File: src/dru_pkg.sv
/*
  Constants, field layouts and types shared by the dual-image remote upgrade block.
  Assumes a single 100 MHz bus clock and a 32-bit AHB-Lite register bus.
*/
`default_nettype none

package dru_pkg;

  // ----------------------------------------------------------------
  // Upgrade shift and input registers
  // ----------------------------------------------------------------
  localparam int SR_W = 41;
  localparam int IN_W = 39;
  localparam int SEL_HI = 40;
  localparam int SEL_LO = 39;
  localparam int IMG_CHOICE_BIT = 13;
  localparam int IMG_OVR_BIT = 12;
  localparam logic [1:0] CAP_CURRENT = 2'h0;
  localparam logic [1:0] CAP_PREV_APP1 = 2'h1;
  localparam logic [1:0] CAP_PREV_APP2 = 2'h2;
  localparam logic [1:0] CAP_INPUT = 2'h3;

  // ----------------------------------------------------------------
  // Status layouts and state codes
  // ----------------------------------------------------------------
  localparam int WD_W = 29;
  localparam int PREV_W = 32;
  localparam int PREV_SRC_LO = 28;
  localparam int PREV_MSM_LO = 22;
  localparam logic [3:0] SRC_CFG = 4'h8;
  localparam logic [3:0] SRC_CRC = 4'h4;
  localparam logic [3:0] SRC_STAT = 4'h2;
  localparam logic [3:0] SRC_WD = 4'h1;
  localparam logic [3:0] SRC_NONE = 4'h0;
  localparam logic [3:0] MSM_IMG0 = 4'h2;
  localparam logic [3:0] MSM_IMG1_REV = 4'h3;
  localparam logic [3:0] MSM_IMG1 = 4'h4;
  localparam logic [3:0] MSM_IMG0_REV = 4'h5;

  // ----------------------------------------------------------------
  // Register map
  // ----------------------------------------------------------------
  localparam logic [7:0] OFS_CTRL = 8'h00;
  localparam logic [7:0] OFS_WDTO = 8'h04;
  localparam logic [7:0] OFS_STAT = 8'h08;
  localparam logic [7:0] OFS_INREG = 8'h0C;
  localparam int CTRL_AUTO = 0;
  localparam int CTRL_WDEN = 1;
  localparam int CTRL_RUEN = 2;
  localparam logic [2:0] CTRL_RST = 3'h6;
  localparam logic [28:0] WDTO_RST = 29'h00001FFF;

  // ----------------------------------------------------------------
  // Timing
  // ----------------------------------------------------------------
  localparam int CLK_PERIOD_NS = 10;
  localparam int KICK_MIN_NS = 250;
  localparam int KICK_MIN_CYC = (KICK_MIN_NS + CLK_PERIOD_NS - 1) / CLK_PERIOD_NS;
  localparam int POR_SETTLE_CYC = 2;

  typedef enum logic [1:0] {
    ST_POR = 2'b00,
    ST_LOAD = 2'b01,
    ST_USER = 2'b10,
    ST_WAIT = 2'b11
  } dru_cfg_state_t;

  typedef struct packed {
    logic image_select;
    logic config_status_n;
    logic ext_config_n;
    logic crc_error;
    logic dual_image_mode;
    logic upgrade_clock;
    logic shift_not_load;
    logic capture_not_update;
    logic upgrade_serial_in;
    logic core_reconfig_request_n;
    logic watchdog_kick_n;
  } dru_pins_t;

endpackage : dru_pkg

`default_nettype wire

File: src/dru_upgrade.sv
/*
  Dual-image remote upgrade controller: image selection, revert on error,
  watchdog, serial upgrade shift/input registers and an AHB-Lite register slave.
  Assumes pins and core upgrade signals are asynchronous to hclk; the upgrade
  clock is oversampled, so it must stay well below hclk/4.
*/
`default_nettype none

// Notes on behaviour
// RL1: Upgrade enabled by default in dual-image mode.
// RL2: Two images held; exactly one loaded each time.
// RL3: Image pin sampled at power-up; register may override.
// RL4: CRC error or watchdog timeout reverts other image.
// RL5: After revert, failure cause and image are readable.
// RL6: Second error waits, unless auto-restart reconfigures now.
// RL7: Status low, config low or core request reconfigure.
// RL8: Core request acts only with upgrade enabled.
// RL9: Upgrade registers run only in user mode, enabled.
// RL10: Serial input enters shift register while shifting.
// RL11: Serial output advances one bit per shift edge.
// RL12: Update mode copies shift into input register.
// RL13: Capture mode loads shift register from state.
// RL14: Shifting ignores capture-not-update control.
// RL15: Falling edge of kick restarts watchdog.
// RL16: Core holds each kick pulse at least 250 ns.
// RL17: Bits 40 and 39 choose captured source.
// RL18: Image choice bit valid only with override enabled.
// RL19: Lower 39 bits shift toward bit zero.
module dru_upgrade #(
  parameter int LOAD_CYC = 16
) (
  // Clock and reset
  input wire logic hclk,
  input wire logic hresetn,
  // AHB-Lite slave
  input wire logic hsel,
  input wire logic [31:0] haddr,
  input wire logic [1:0] htrans,
  input wire logic hwrite,
  input wire logic [2:0] hsize,
  input wire logic [31:0] hwdata,
  input wire logic hready,
  output logic [31:0] hrdata,
  output logic hreadyout,
  output logic hresp,
  // Configuration pins
  input wire logic image_select,
  input wire logic config_status_n,
  input wire logic ext_config_n,
  input wire logic crc_error,
  input wire logic dual_image_mode,
  // Core upgrade port
  input wire logic upgrade_clock,
  input wire logic shift_not_load,
  input wire logic capture_not_update,
  input wire logic upgrade_serial_in,
  input wire logic core_reconfig_request_n,
  input wire logic watchdog_kick_n,
  output logic upgrade_serial_out,
  // Configuration state
  output logic user_mode,
  output logic active_image,
  output logic [3:0] msm_state
);

  // ----------------------------------------------------------------
  // Input synchronisers
  // ----------------------------------------------------------------
  dru_pkg::dru_pins_t pins_raw;
  dru_pkg::dru_pins_t s1_q;
  dru_pkg::dru_pins_t s2_q;
  dru_pkg::dru_pins_t s3_q;

  assign pins_raw = '{image_select, config_status_n, ext_config_n, crc_error, dual_image_mode,
                      upgrade_clock, shift_not_load, capture_not_update, upgrade_serial_in,
                      core_reconfig_request_n, watchdog_kick_n};

  // Idle levels of active-low inputs reset high so no false event follows reset
  always_ff @(posedge hclk or negedge hresetn) begin
    if (!hresetn) begin
      s1_q <= '{1'b0, 1'b1, 1'b1, 1'b0, 1'b0, 1'b0, 1'b0, 1'b0, 1'b0, 1'b1, 1'b1};
      s2_q <= '{1'b0, 1'b1, 1'b1, 1'b0, 1'b0, 1'b0, 1'b0, 1'b0, 1'b0, 1'b1, 1'b1};
      s3_q <= '{1'b0, 1'b1, 1'b1, 1'b0, 1'b0, 1'b0, 1'b0, 1'b0, 1'b0, 1'b1, 1'b1};
    end else begin
      s1_q <= pins_raw;
      s2_q <= s1_q;
      s3_q <= s2_q;
    end
  end

  logic ru_rise;
  logic kick_fall;
  assign ru_rise = s2_q.upgrade_clock & ~s3_q.upgrade_clock;
  // Two-stage sampling at 10 ns sees any kick held for the minimum width
  assign kick_fall = ~s2_q.watchdog_kick_n & s3_q.watchdog_kick_n; // [RL15] [RL16]

  // ----------------------------------------------------------------
  // Control registers and common terms
  // ----------------------------------------------------------------
  logic [2:0] ctrl_q;
  logic [dru_pkg::WD_W-1:0] wdto_q;
  logic [dru_pkg::IN_W-1:0] in_q;
  logic [dru_pkg::SR_W-1:0] sr_q;
  logic [dru_pkg::WD_W-1:0] wd_cnt_q;
  logic [dru_pkg::PREV_W-1:0] prev_q [2];
  dru_pkg::dru_cfg_state_t state_q;
  logic image_q;
  logic reverted_q;
  logic [1:0] cnt_q;
  logic [$clog2(LOAD_CYC+1)-1:0] load_cnt_q;

  function automatic logic [3:0] msm_code(input logic img, input logic rev);
    if (img) begin
      msm_code = rev ? dru_pkg::MSM_IMG1_REV : dru_pkg::MSM_IMG1;
    end else begin
      msm_code = rev ? dru_pkg::MSM_IMG0_REV : dru_pkg::MSM_IMG0;
    end
  endfunction : msm_code

  logic ru_en;
  logic ru_active;
  logic wd_en;
  logic wd_to;
  logic src_cfg;
  logic src_stat;
  logic src_core;
  logic ext_src;
  logic err;
  logic sel_image;
  logic [3:0] src_code;

  assign ru_en = s2_q.dual_image_mode & ctrl_q[dru_pkg::CTRL_RUEN]; // [RL1]
  assign ru_active = (state_q == dru_pkg::ST_USER) & ru_en; // [RL9]
  assign wd_en = ctrl_q[dru_pkg::CTRL_WDEN] & ru_en;
  assign wd_to = wd_en & (wd_cnt_q >= wdto_q);
  assign src_cfg = ~s2_q.ext_config_n; // [RL7]
  assign src_stat = ~s2_q.config_status_n; // [RL7]
  assign src_core = ~s2_q.core_reconfig_request_n & ru_en; // [RL7] [RL8]
  assign ext_src = src_cfg | src_stat | src_core;
  assign err = s2_q.crc_error | wd_to;
  // Override replaces the pin only when its enable bit is set
  assign sel_image = in_q[dru_pkg::IMG_OVR_BIT] ? in_q[dru_pkg::IMG_CHOICE_BIT] : s2_q.image_select; // [RL3] [RL18]

  // Ties go to the higher status bit
  always_comb begin
    if (src_cfg) begin
      src_code = dru_pkg::SRC_CFG;
    end else if (s2_q.crc_error) begin
      src_code = dru_pkg::SRC_CRC;
    end else if (src_stat) begin
      src_code = dru_pkg::SRC_STAT;
    end else if (wd_to) begin
      src_code = dru_pkg::SRC_WD;
    end else begin
      src_code = dru_pkg::SRC_NONE;
    end
  end

  // ----------------------------------------------------------------
  // Configuration sequencer
  // ----------------------------------------------------------------
  always_ff @(posedge hclk or negedge hresetn) begin
    if (!hresetn) begin
      state_q <= dru_pkg::ST_POR;
      image_q <= 1'b0;
      reverted_q <= 1'b0;
      cnt_q <= 2'h0;
      load_cnt_q <= '0;
    end else begin
      case (state_q)
        dru_pkg::ST_POR: begin
          cnt_q <= cnt_q + 2'h1;
          if (cnt_q == 2'(dru_pkg::POR_SETTLE_CYC)) begin
            image_q <= s2_q.image_select; // [RL3]
            state_q <= dru_pkg::ST_LOAD;
            load_cnt_q <= '0;
          end
        end
        dru_pkg::ST_LOAD: begin
          load_cnt_q <= load_cnt_q + 1'b1;
          if (load_cnt_q == ($clog2(LOAD_CYC+1))'(LOAD_CYC - 1)) begin
            state_q <= dru_pkg::ST_USER;
          end
        end
        dru_pkg::ST_USER: begin
          load_cnt_q <= '0;
          if (ext_src) begin
            image_q <= sel_image; // [RL2] [RL7]
            reverted_q <= 1'b0;
            state_q <= dru_pkg::ST_LOAD;
          end else if (err && !reverted_q) begin
            image_q <= ~image_q; // [RL4]
            reverted_q <= 1'b1;
            state_q <= dru_pkg::ST_LOAD;
          end else if (err && ctrl_q[dru_pkg::CTRL_AUTO]) begin
            image_q <= sel_image; // [RL6]
            reverted_q <= 1'b0;
            state_q <= dru_pkg::ST_LOAD;
          end else if (err) begin
            state_q <= dru_pkg::ST_WAIT; // [RL6]
          end
        end
        dru_pkg::ST_WAIT: begin
          load_cnt_q <= '0;
          if (ext_src) begin
            image_q <= sel_image; // [RL7]
            reverted_q <= 1'b0;
            state_q <= dru_pkg::ST_LOAD;
          end
        end
        default: begin
          state_q <= dru_pkg::ST_POR;
        end
      endcase
    end
  end

  // Record why the running image was left, indexed by that image
  always_ff @(posedge hclk or negedge hresetn) begin
    if (!hresetn) begin
      prev_q[0] <= '0;
      prev_q[1] <= '0;
    end else if (state_q == dru_pkg::ST_USER && (ext_src || err)) begin
      prev_q[image_q] <= {src_code, 2'h0, msm_code(image_q, reverted_q), 22'h000000}; // [RL5]
    end
  end

  // ----------------------------------------------------------------
  // Watchdog
  // ----------------------------------------------------------------
  always_ff @(posedge hclk or negedge hresetn) begin
    if (!hresetn) begin
      wd_cnt_q <= '0;
    end else if (state_q != dru_pkg::ST_USER || !wd_en || kick_fall) begin
      wd_cnt_q <= '0; // [RL15]
    end else if (!wd_to) begin
      wd_cnt_q <= wd_cnt_q + 1'b1;
    end
  end

  // ----------------------------------------------------------------
  // Upgrade shift and input registers
  // ----------------------------------------------------------------
  logic [dru_pkg::IN_W-1:0] cur_state;
  assign cur_state = {5'h00, msm_code(image_q, reverted_q), wd_en, wdto_q};

  always_ff @(posedge hclk or negedge hresetn) begin
    if (!hresetn) begin
      sr_q <= '0;
    end else if (ru_active && ru_rise) begin // [RL9]
      if (s2_q.shift_not_load) begin // [RL14]
        // Select bits ride above the data field so they can be written too
        sr_q[dru_pkg::SEL_HI] <= s2_q.upgrade_serial_in;
        sr_q[dru_pkg::SEL_LO] <= sr_q[dru_pkg::SEL_HI];
        sr_q[dru_pkg::IN_W-1:0] <= {s2_q.upgrade_serial_in, sr_q[dru_pkg::IN_W-1:1]}; // [RL10] [RL11] [RL19]
      end else if (s2_q.capture_not_update) begin
        case (sr_q[dru_pkg::SEL_HI:dru_pkg::SEL_LO]) // [RL13] [RL17]
          dru_pkg::CAP_CURRENT: sr_q[dru_pkg::IN_W-1:0] <= cur_state;
          dru_pkg::CAP_PREV_APP1: sr_q[dru_pkg::IN_W-1:0] <= {7'h00, prev_q[0]};
          dru_pkg::CAP_PREV_APP2: sr_q[dru_pkg::IN_W-1:0] <= {7'h00, prev_q[1]};
          default: sr_q[dru_pkg::IN_W-1:0] <= in_q;
        endcase
      end
    end
  end

  always_ff @(posedge hclk or negedge hresetn) begin
    if (!hresetn) begin
      in_q <= '0;
    end else if (ru_active && ru_rise && !s2_q.shift_not_load && !s2_q.capture_not_update) begin
      in_q <= sr_q[dru_pkg::IN_W-1:0]; // [RL12]
    end
  end

  assign upgrade_serial_out = sr_q[0]; // [RL11]
  assign user_mode = (state_q == dru_pkg::ST_USER);
  assign active_image = image_q;
  assign msm_state = msm_code(image_q, reverted_q);

  // ----------------------------------------------------------------
  // AHB-Lite slave, zero wait states
  // ----------------------------------------------------------------
  logic wr_q;
  logic [7:0] waddr_q;
  logic [31:0] rdata_q;
  logic take;
  assign take = hsel & hready & htrans[1];

  always_ff @(posedge hclk or negedge hresetn) begin
    if (!hresetn) begin
      wr_q <= 1'b0;
      waddr_q <= 8'h00;
      rdata_q <= 32'h00000000;
    end else begin
      wr_q <= take & hwrite;
      waddr_q <= haddr[7:0];
      if (take && !hwrite) begin
        case (haddr[7:0])
          dru_pkg::OFS_CTRL: rdata_q <= {29'h00000000, ctrl_q};
          dru_pkg::OFS_WDTO: rdata_q <= {3'h0, wdto_q};
          dru_pkg::OFS_STAT: rdata_q <= {19'h00000, state_q, ru_en, user_mode, reverted_q, image_q,
                                         msm_code(image_q, reverted_q), 1'b0, wd_en, 1'b0};
          dru_pkg::OFS_INREG: rdata_q <= {18'h00000, in_q[dru_pkg::IMG_CHOICE_BIT:0]};
          default: rdata_q <= 32'h00000000;
        endcase
      end
    end
  end

  always_ff @(posedge hclk or negedge hresetn) begin
    if (!hresetn) begin
      ctrl_q <= dru_pkg::CTRL_RST;
      wdto_q <= dru_pkg::WDTO_RST;
    end else if (wr_q) begin
      if (waddr_q == dru_pkg::OFS_CTRL) begin
        ctrl_q <= hwdata[2:0];
      end
      if (waddr_q == dru_pkg::OFS_WDTO) begin
        wdto_q <= hwdata[dru_pkg::WD_W-1:0];
      end
    end
  end

  assign hrdata = rdata_q;
  assign hreadyout = 1'b1;
  assign hresp = 1'b0;
endmodule : dru_upgrade

`default_nettype wire

File: config.mk
export PLATFORM = sky130hd
export DESIGN_NAME = dru_upgrade
export DESIGN_NICKNAME = d
export VERILOG_FILES = /design/src/dru_pkg.sv /design/src/dru_upgrade.sv
export SDC_FILE = /design/constraint.sdc
export NUM_CORES = 1
export LEC_CHECK = 0
export ABC_AREA = 1
export BUFFER_PORTS_ARGS = -buffer_cell sky130_fd_sc_hd__buf_2
export CORE_AREA = 2 2 160 162
export DETAILED_ROUTE_END_ITERATION = 16
export DIE_AREA = 0 0 162 164
export PLACE_DENSITY = 0.62
export SETUP_SLACK_MARGIN = 0.02
export SLEW_MARGIN = 30
export SYNTH_ARGS = -nofsm -noshare
export SYNTH_HDL_FRONTEND = slang
export SYNTH_SLANG_ARGS = --single-unit
export TNS_END_PERCENT = 30
File: constraint.sdc
create_clock -name hclk -period 2.7 [get_ports hclk]
set_input_delay 0.27 -clock hclk [delete_from_list [all_inputs] [get_ports hclk]]
set_output_delay 0.27 -clock hclk [all_outputs]
set_load 0.005 [all_outputs]
==> metrics, run 1 <==
run status finished, final reports clean; largest net degree at the start of global routing 79; # IOs 126; Slew headroom 51.62%; GRT met3 Usage 3.510%; Final Routed Wirelength 28710 µm; critical path type reg -> reg; Mapped Cells 1299; Required @ worst endpoint 3.10 ns; Setup Viol. Count Final 0; syn avg cell area 8.520 µm²; CP arrival 2.81 ns; total placed cells including tap cells 1712; core box area 0.02482 mm²; slowest cell on the critical path dfstp_2; dpl cell area 0.01210 mm²; area leader, netlist dfrtp_1; root buffer cell clkbuf_16; Clock Latency Late Sink 0.53 ns; Starting Density 44.59%; setup TNS 0 ns; R2R Path End prev_q[55]; worst-case clock buffer depth 3; post-route ant nets 0; vias in the first global route 8882; Power Density 665.5 mW/mm²; Antenna diodes 0; critical path's top delay family simple AND/OR/NAND/NOR gates; final hold viol count 0; multi-input logic area 0.004446 mm²; worst hold endpoint wdto_q[3]; Sequential Power Share 45.0%; post-route cell area 0.01343 mm²; mapped cell area 0.01107 mm²; YS warnings 0; Clock power frac 39.4%; GPL Wtd Cong 0.8967; CP most frequent cell nand2_1; Comb power frac 15.6%; number of setup buffers added after CTS 0; grt ovf 0; Global Route met1 Usage 32.53%; # DRC 0; HPWL after detailed placement 19820 µm; Unique masters post-synth 42; vias per cell 5.151; crit share post-route 89.46%; slowest stage delay, CP 0.52 ns; num rows 58; fin crit period 2.415 ns; Clock Pin Slew Worst Setup and Hold Paths 0.06 ns; GRT Util Overall 22.07%; sequential-to-total area share from yosys stat 51.83%; Int Pwr 6.390 mW; area of the die 0.02657 mm²; Yosys reg bits 228; WL/cell 15.91 µm; CTS tree yes; Vias 9297; Final Non-Filler Cells 1805; actual slew at the worst max-slew pin 0.7257 ns; Die X 162 µm; CP Depth 17; WP buf/inv 3; CP max FO 12; Starting DRT DRC Count 854; Peak VDD IR 0.4962 mV; first-pass GRT wire length 46920 µm; Die H 164 µm; hold depth 3; RSZ-0062 raised after global routing no; # Max-Cap Violations 0; number of max-slew violations in the final report 0; FF/Latch Area 0.005736 mm²; R2R depth 17; flop-to-flop setup slack 0.28 ns; CTS Buf Count 26; met2 usage 33.83%; total number of H-tree levels 1; critical hold path startpoint hwdata[3]; net switching power 2.545 mW; share of layout cells above drive strength 1 16.95%; Setup Skew 0.01752 ns; post-synth top area share 46.13%; initial antenna violation count 0; CP Cell Sequence inv_1 -> ha_1 -> nand2_1 -> nor2_2 -> inv_1 -> a21oi_1 -> nor2_1 -> nand2_1 -> nand2_1 -> nand2_2 -> nand2_4 -> nand2_4 -> inv_2 -> nand2_4 -> nand3_4 -> nand2_1 -> o21ai_1; Nets 1578; Max Clk Rate 414.0 MHz; worst hold path class in -> reg; Synth area leaders dfrtp_1 (46%), nand2_1 (9.0%), o21ai_0 (7.5%); grt peak-use layer met2; RR Startpoint wdto_q[11]; Pre-antenna DRT Iters 5; Fill cells 2321; Lkg Pwr 6.311 nW; switching portion of total power 28.48%; area added between synthesis and finish 21.31%; crit path capture type flop; port bufs 88; CTS Sinks 228; Startpoint Class flop
through the flow:
step	total power, mW	setup slack, ns	utilization, %	hold WS (ns)
final	8.935	0.2845	54.09	0.01181
after global routing	9.439	0.02294	54.09	0.002997
after CTS	8.993	0.1670	53.94	0.00003553
after detailed placement	5.405	0.1992	48.73	0.2917
after global placement	5.363	0.2257	48.73	0.2929
after floorplan	4.928	0.5667	-	-0.02559
registers in the layout, indices dropped and copies added, names as in the netlist, 5 cells and up:
register / cells
sr_q: 41
in_q: 39
hrdata: 29
wd_cnt_q: 29
wdto_q: 29
prev_q: 14
s1_q: 11
s2_q: 11
waddr_q: 8
load_cnt_q: 5
per-layer routing:
metal,wire length (µm),vias to the layer above
li1,-,4588
met1,13680,4374
met2,12590,297
met3,1763,38
met4,681,0
met5,0,-
tightest hold or removal path, cell delays in order:
cell and delay, ns:
buf_2 0.08, nor2_1 0.06, a21oi_2 0.10
synthesized netlist by cell type:
cell       instances
a21oi_1           52
a21oi_2           21
a221oi_1           3
a22oi_1            2
a31oi_1            5
buf_1              2
buf_2              8
buf_4             10
buf_6              4
clkbuf_1          34
clkinv_1           1
conb_1             2
dfrtp_1          204
dfstp_2           24
ha_1              38
inv_1            166
inv_2              5
nand2_1          265
nand2_2            1
nand2_4            3
nand3_1           38
nand3_2            3
nand3b_1           1
nand4_1           16
nor2_1           103
nor3_1            16
nor3_2             2
nor3b_1            2
nor4_1            10
nor4_4             1
o2111ai_1          3
o211ai_1           3
o21ai_0          165
o21ai_1           22
o21ai_2            5
o21bai_1           1
o22ai_1           37
o31ai_1            5
or2_1              1
or2_2              1
or4_4              1
xor2_1            13
cell type report:
| cell class | count | area share, % |
|---|---|---|
| clock buffers | 35 | 5.405 |
| multi-input cells | 846 | 33.11 |
| well taps | 330 | 3.075 |
| inverters | 172 | 4.809 |
| repair buffers | 181 | 9.935 |
| clock inverters | 13 | 0.9413 |
| flip-flops and latches | 228 | 42.72 |
layout by cell type, fill, tap and decap left out, types with 6 or more instances in the layout:
master,n
buf_12,6
nor4_1,10
ha_1,38
dfrtp_1,204
xor2_1,13
conb_1,6
o21ai_0,164
nand2_1,264
clkbuf_1,6
dfstp_2,24
nor2_1,101
buf_4,43
nand3_1,38
o22ai_1,37
inv_1,166
o21ai_1,23
clkbuf_16,27
a21oi_1,52
nor3_1,16
buf_2,87
a21oi_2,21
clkinv_2,7
dlygate4sd3_1,44
nand4_1,16
cell families (layout without fill, tap and decap cells):
group | count (synthesis) | count (layout) | share of synthesized area [%]
AO/OA/AOI/OAI | 324 | 324 | 16.46
buffers and inverters | 230 | 401 | 8.502
flip-flops | 228 | 228 | 51.83
other | 2 | 6 | 0.06786
AND/OR/NAND/NOR | 464 | 465 | 17.82
adder cells (fa/ha/maj) | 38 | 38 | 4.296
XOR/XNOR | 13 | 13 | 1.029
power groups by stage:
stage / Combinational (mW) / Clock (mW) / Sequential [mW]
floorplan: 0.922 / 0 / 4.01
global placement: 1.31 / 0 / 4.05
CTS: 1.39 / 3.59 / 4.01
finish: 1.40 / 3.52 / 4.02
detailed placement: 1.34 / 0 / 4.07
global route: 1.62 / 3.75 / 4.07
timing repair:
item                                   CTS  global route
endpoints found under the hold margin  107             0
setup endpoints to repair                0            16
gates resized for setup                  0             6
hold buffers                            44             0
worst max path at each step:
stage	slack, ns	start	to
2_1_floorplan	0.57	wdto_q[12]	prev_q[28]
3_3_place_gp	0.23	wdto_q[11]	prev_q[31]
3_5_place_dp	0.20	wdto_q[11]	prev_q[31]
4_1_cts	0.17	wdto_q[11]	prev_q[31]
5_1_grt	0.02	wdto_q[11]	prev_q[61]
6_report	0.28	wdto_q[11]	prev_q[55]
No activity file was read; power rests on OpenSTA's default activity.
==> inputs of run 2 (changes only) <==
Settings changed: BUFFER_PORTS_ARGS -buffer_cell sky130_fd_sc_hd__buf_2 to -buffer_cell sky130_fd_sc_hd__clkbuf_2.
==> metrics, run 2 (synthesized netlist as in run 1, its figures left out) <==
Die H 164 µm (unchanged); Power Density 675.3 mW/mm² (was 665.5 mW/mm²); actual slew at the worst max-slew pin 0.7402 ns (was 0.7257 ns); WL/cell 15.80 µm (was 15.91 µm); GRT Util Overall 21.90% (was 22.07%); post-route ant nets 0 (unchanged); largest net degree at the start of global routing 83 (was 79); port bufs 88 (unchanged); Pre-antenna DRT Iters 5 (unchanged); fin crit period 2.430 ns (was 2.415 ns); switching portion of total power 28.19% (was 28.48%); run status finished, final reports clean (unchanged); Startpoint Class flop (unchanged); CTS tree yes (unchanged); Setup Skew 0.02144 ns (was 0.01752 ns); HPWL after detailed placement 19800 µm (was 19820 µm); Starting Density 44.59% (unchanged); core box area 0.02482 mm² (unchanged); worst hold endpoint wdto_q[10] (was wdto_q[3]); Lkg Pwr 6.333 nW (was 6.311 nW); CP arrival 2.88 ns (was 2.81 ns); Max Clk Rate 411.5 MHz (was 414.0 MHz); crit share post-route 90.00% (was 89.46%); post-route setup slack 0.2699 ns (was 0.2845 ns); slowest cell on the critical path dfstp_2 (unchanged); # Max-Cap Violations 0 (unchanged); worst-case clock buffer depth 3 (unchanged); crit path capture type flop (unchanged); Largest Register sr_q (unchanged); CP Cell Sequence inv_1 -> ha_1 -> nand2_1 -> inv_1 -> nand2_1 -> a21oi_1 -> nor2_1 -> nand2_1 -> nand2_1 -> nand2_2 -> nand2_4 -> buf_4 -> nand4_1 -> o21ai_1 -> nand2_1 -> nor2_1 (was inv_1 -> ha_1 -> nand2_1 -> nor2_2 -> inv_1 -> a21oi_1 -> nor2_1 -> nand2_1 -> nand2_1 -> nand2_2 -> nand2_4 -> nand2_4 -> inv_2 -> nand2_4 -> nand3_4 -> nand2_1 -> o21ai_1); CP most frequent cell nand2_1 (unchanged); Starting DRT DRC Count 735 (was 854); R2R Path End wd_cnt_q[14] (was prev_q[55]); share of layout cells above drive strength 1 17.02% (was 16.95%); root buffer cell clkbuf_16 (unchanged); critical path type reg -> reg (unchanged); Post-Route Utilization 54.25% (was 54.09%); worst hold path class in -> reg (unchanged); # IOs 126 (unchanged); CTS Buf Count 26 (unchanged); Vias 9197 (was 9297); critical path's top delay family simple AND/OR/NAND/NOR gates (unchanged); WP buf/inv 3 (unchanged); Clock power frac 40.4% (was 39.4%); hold depth 3 (unchanged); initial antenna violation count 0 (unchanged); num rows 58 (unchanged); biggest regs sr_q (41), in_q (39) (unchanged); Final Routed Wirelength 28520 µm (was 28710 µm); net switching power 2.563 mW (was 2.545 mW); Comb power frac 15.5% (was 15.6%); CTS Sinks 228 (unchanged); Die X 162 µm (unchanged); area added between synthesis and finish 21.66% (was 21.31%); post-placement setup slack 0.1718 ns (was 0.1992 ns); vias in the first global route 8819 (was 8882); Clock Latency Late Sink 0.54 ns (was 0.53 ns); critical hold path startpoint hwdata[10] (was hwdata[3]); slowest stage delay, CP 0.53 ns (was 0.52 ns); first-pass GRT wire length 46530 µm (was 46920 µm); setup TNS 0 ns (unchanged); RSZ-0062 raised after global routing no (unchanged); total number of H-tree levels 1 (unchanged); RR Startpoint wdto_q[8] (was wdto_q[11]); Antenna diodes 0 (unchanged); Largest register FFs 41 (unchanged); Slew headroom 50.66% (was 51.62%); number of max-slew violations in the final report 0 (unchanged); grt ovf 0 (unchanged); commonest non-fill, non-tap cell in the layout nand2_1 (unchanged); flop-to-flop setup slack 0.27 ns (was 0.28 ns); Required @ worst endpoint 3.15 ns (was 3.10 ns); CP Depth 16 (was 17); Peak VDD IR 0.5405 mV (was 0.4962 mV); Int Pwr 6.529 mW (was 6.390 mW); Setup Viol. Count Final 0 (unchanged); vias per cell 5.095 (was 5.151); CP max FO 7 (was 12); area of the die 0.02657 mm² (unchanged); Nets 1578 (unchanged); critical path launch point wdto_q[8] (was wdto_q[11]); Clock Pin Slew Worst Setup and Hold Paths 0.06 ns (about the same); final hold viol count 0 (unchanged); most frequent cells in the layout nand2_1 (264), dfrtp_1 (204), inv_1 (166) (unchanged); # DRC 0 (unchanged); GPL Wtd Cong 0.9004 (was 0.8967); R2R depth 16 (was 17); Sequential Power Share 44.1% (was 45.0%)
[run 2: cell types whose count changed in the layout (fill, tap and decap cells not counted), sizes merged, moves of 2 or more]
cell and change:
clkinvlp -2, clkinv +2, clkbuf +86, buf -87
[run 2: timing repair]
item | CTS | global route
resized for setup | 0 | 3
endpoints found under the hold margin | 109 | 0
setup endpoints to repair | 0 | 8
setup buffers | 0 | 0
hold buffers | 45 | 0
[run 2: area by class of cell]
type	count	area (µm²)
clock buffers	34	740.7
clock inverters	14	162.7
fillers	2298	11350
inverters	172	645.6
multi-input cells	845	4423
flip-flops and latches	228	5736
well taps	330	412.9
repair buffers	182	1344
[run 2: worst reg2reg max path, delay by kind of cell, from the launching register on]
kind | cells | cell delay, ns
simple gates | 10 | 0.98
fa+ha+maj | 1 | 0.30
buf+inv | 3 | 0.32
compound gates | 2 | 0.25
flops | 1 | 0.53
[run 2: stage by stage]
stage | power, mW | hold slack [ns] | instances | area, µm²
2_1_floorplan | 4.928 | -0.02559 | 1303 | 11080
3_3_place_gp | 5.362 | 0.3208 | 1712 | 12100
3_5_place_dp | 5.411 | 0.3248 | 1712 | 12100
4_1_cts | 9.162 | 0.004485 | 1805 | 13450
5_1_grt | 9.566 | 0.01872 | 1805 | 13460
6_report | 9.093 | 0.01147 | 1805 | 13460
[run 2: worst max path at each step]
stage,to,slack (ns)
3_5_place_dp,prev_q[31],0.17
5_1_grt,wd_cnt_q[14],0.05
2_1_floorplan,prev_q[28],0.57
6_report,wd_cnt_q[14],0.27
3_3_place_gp,prev_q[31],0.25
4_1_cts,prev_q[31],0.17
[run 2: power by group through the flow]
stage          sequential, mW  clock [mW]  combinational (mW)
6_report                 4.01        3.67                1.41
2_1_floorplan            4.01           0               0.922
3_3_place_gp             4.05           0                1.31
4_1_cts                  4.01        3.75                1.41
3_5_place_dp             4.07           0                1.35
5_1_grt                  4.06        3.90                1.61
[run 2: layer usage]
layer	track usage, %	share of wire [%]	vias to the layer above
met5	0	0	-
met4	5.511	2.2	0
met3	3.106	5.6	36
met2	34.62	44	263
met1	31.92	48	4323
li1	-	-	4575
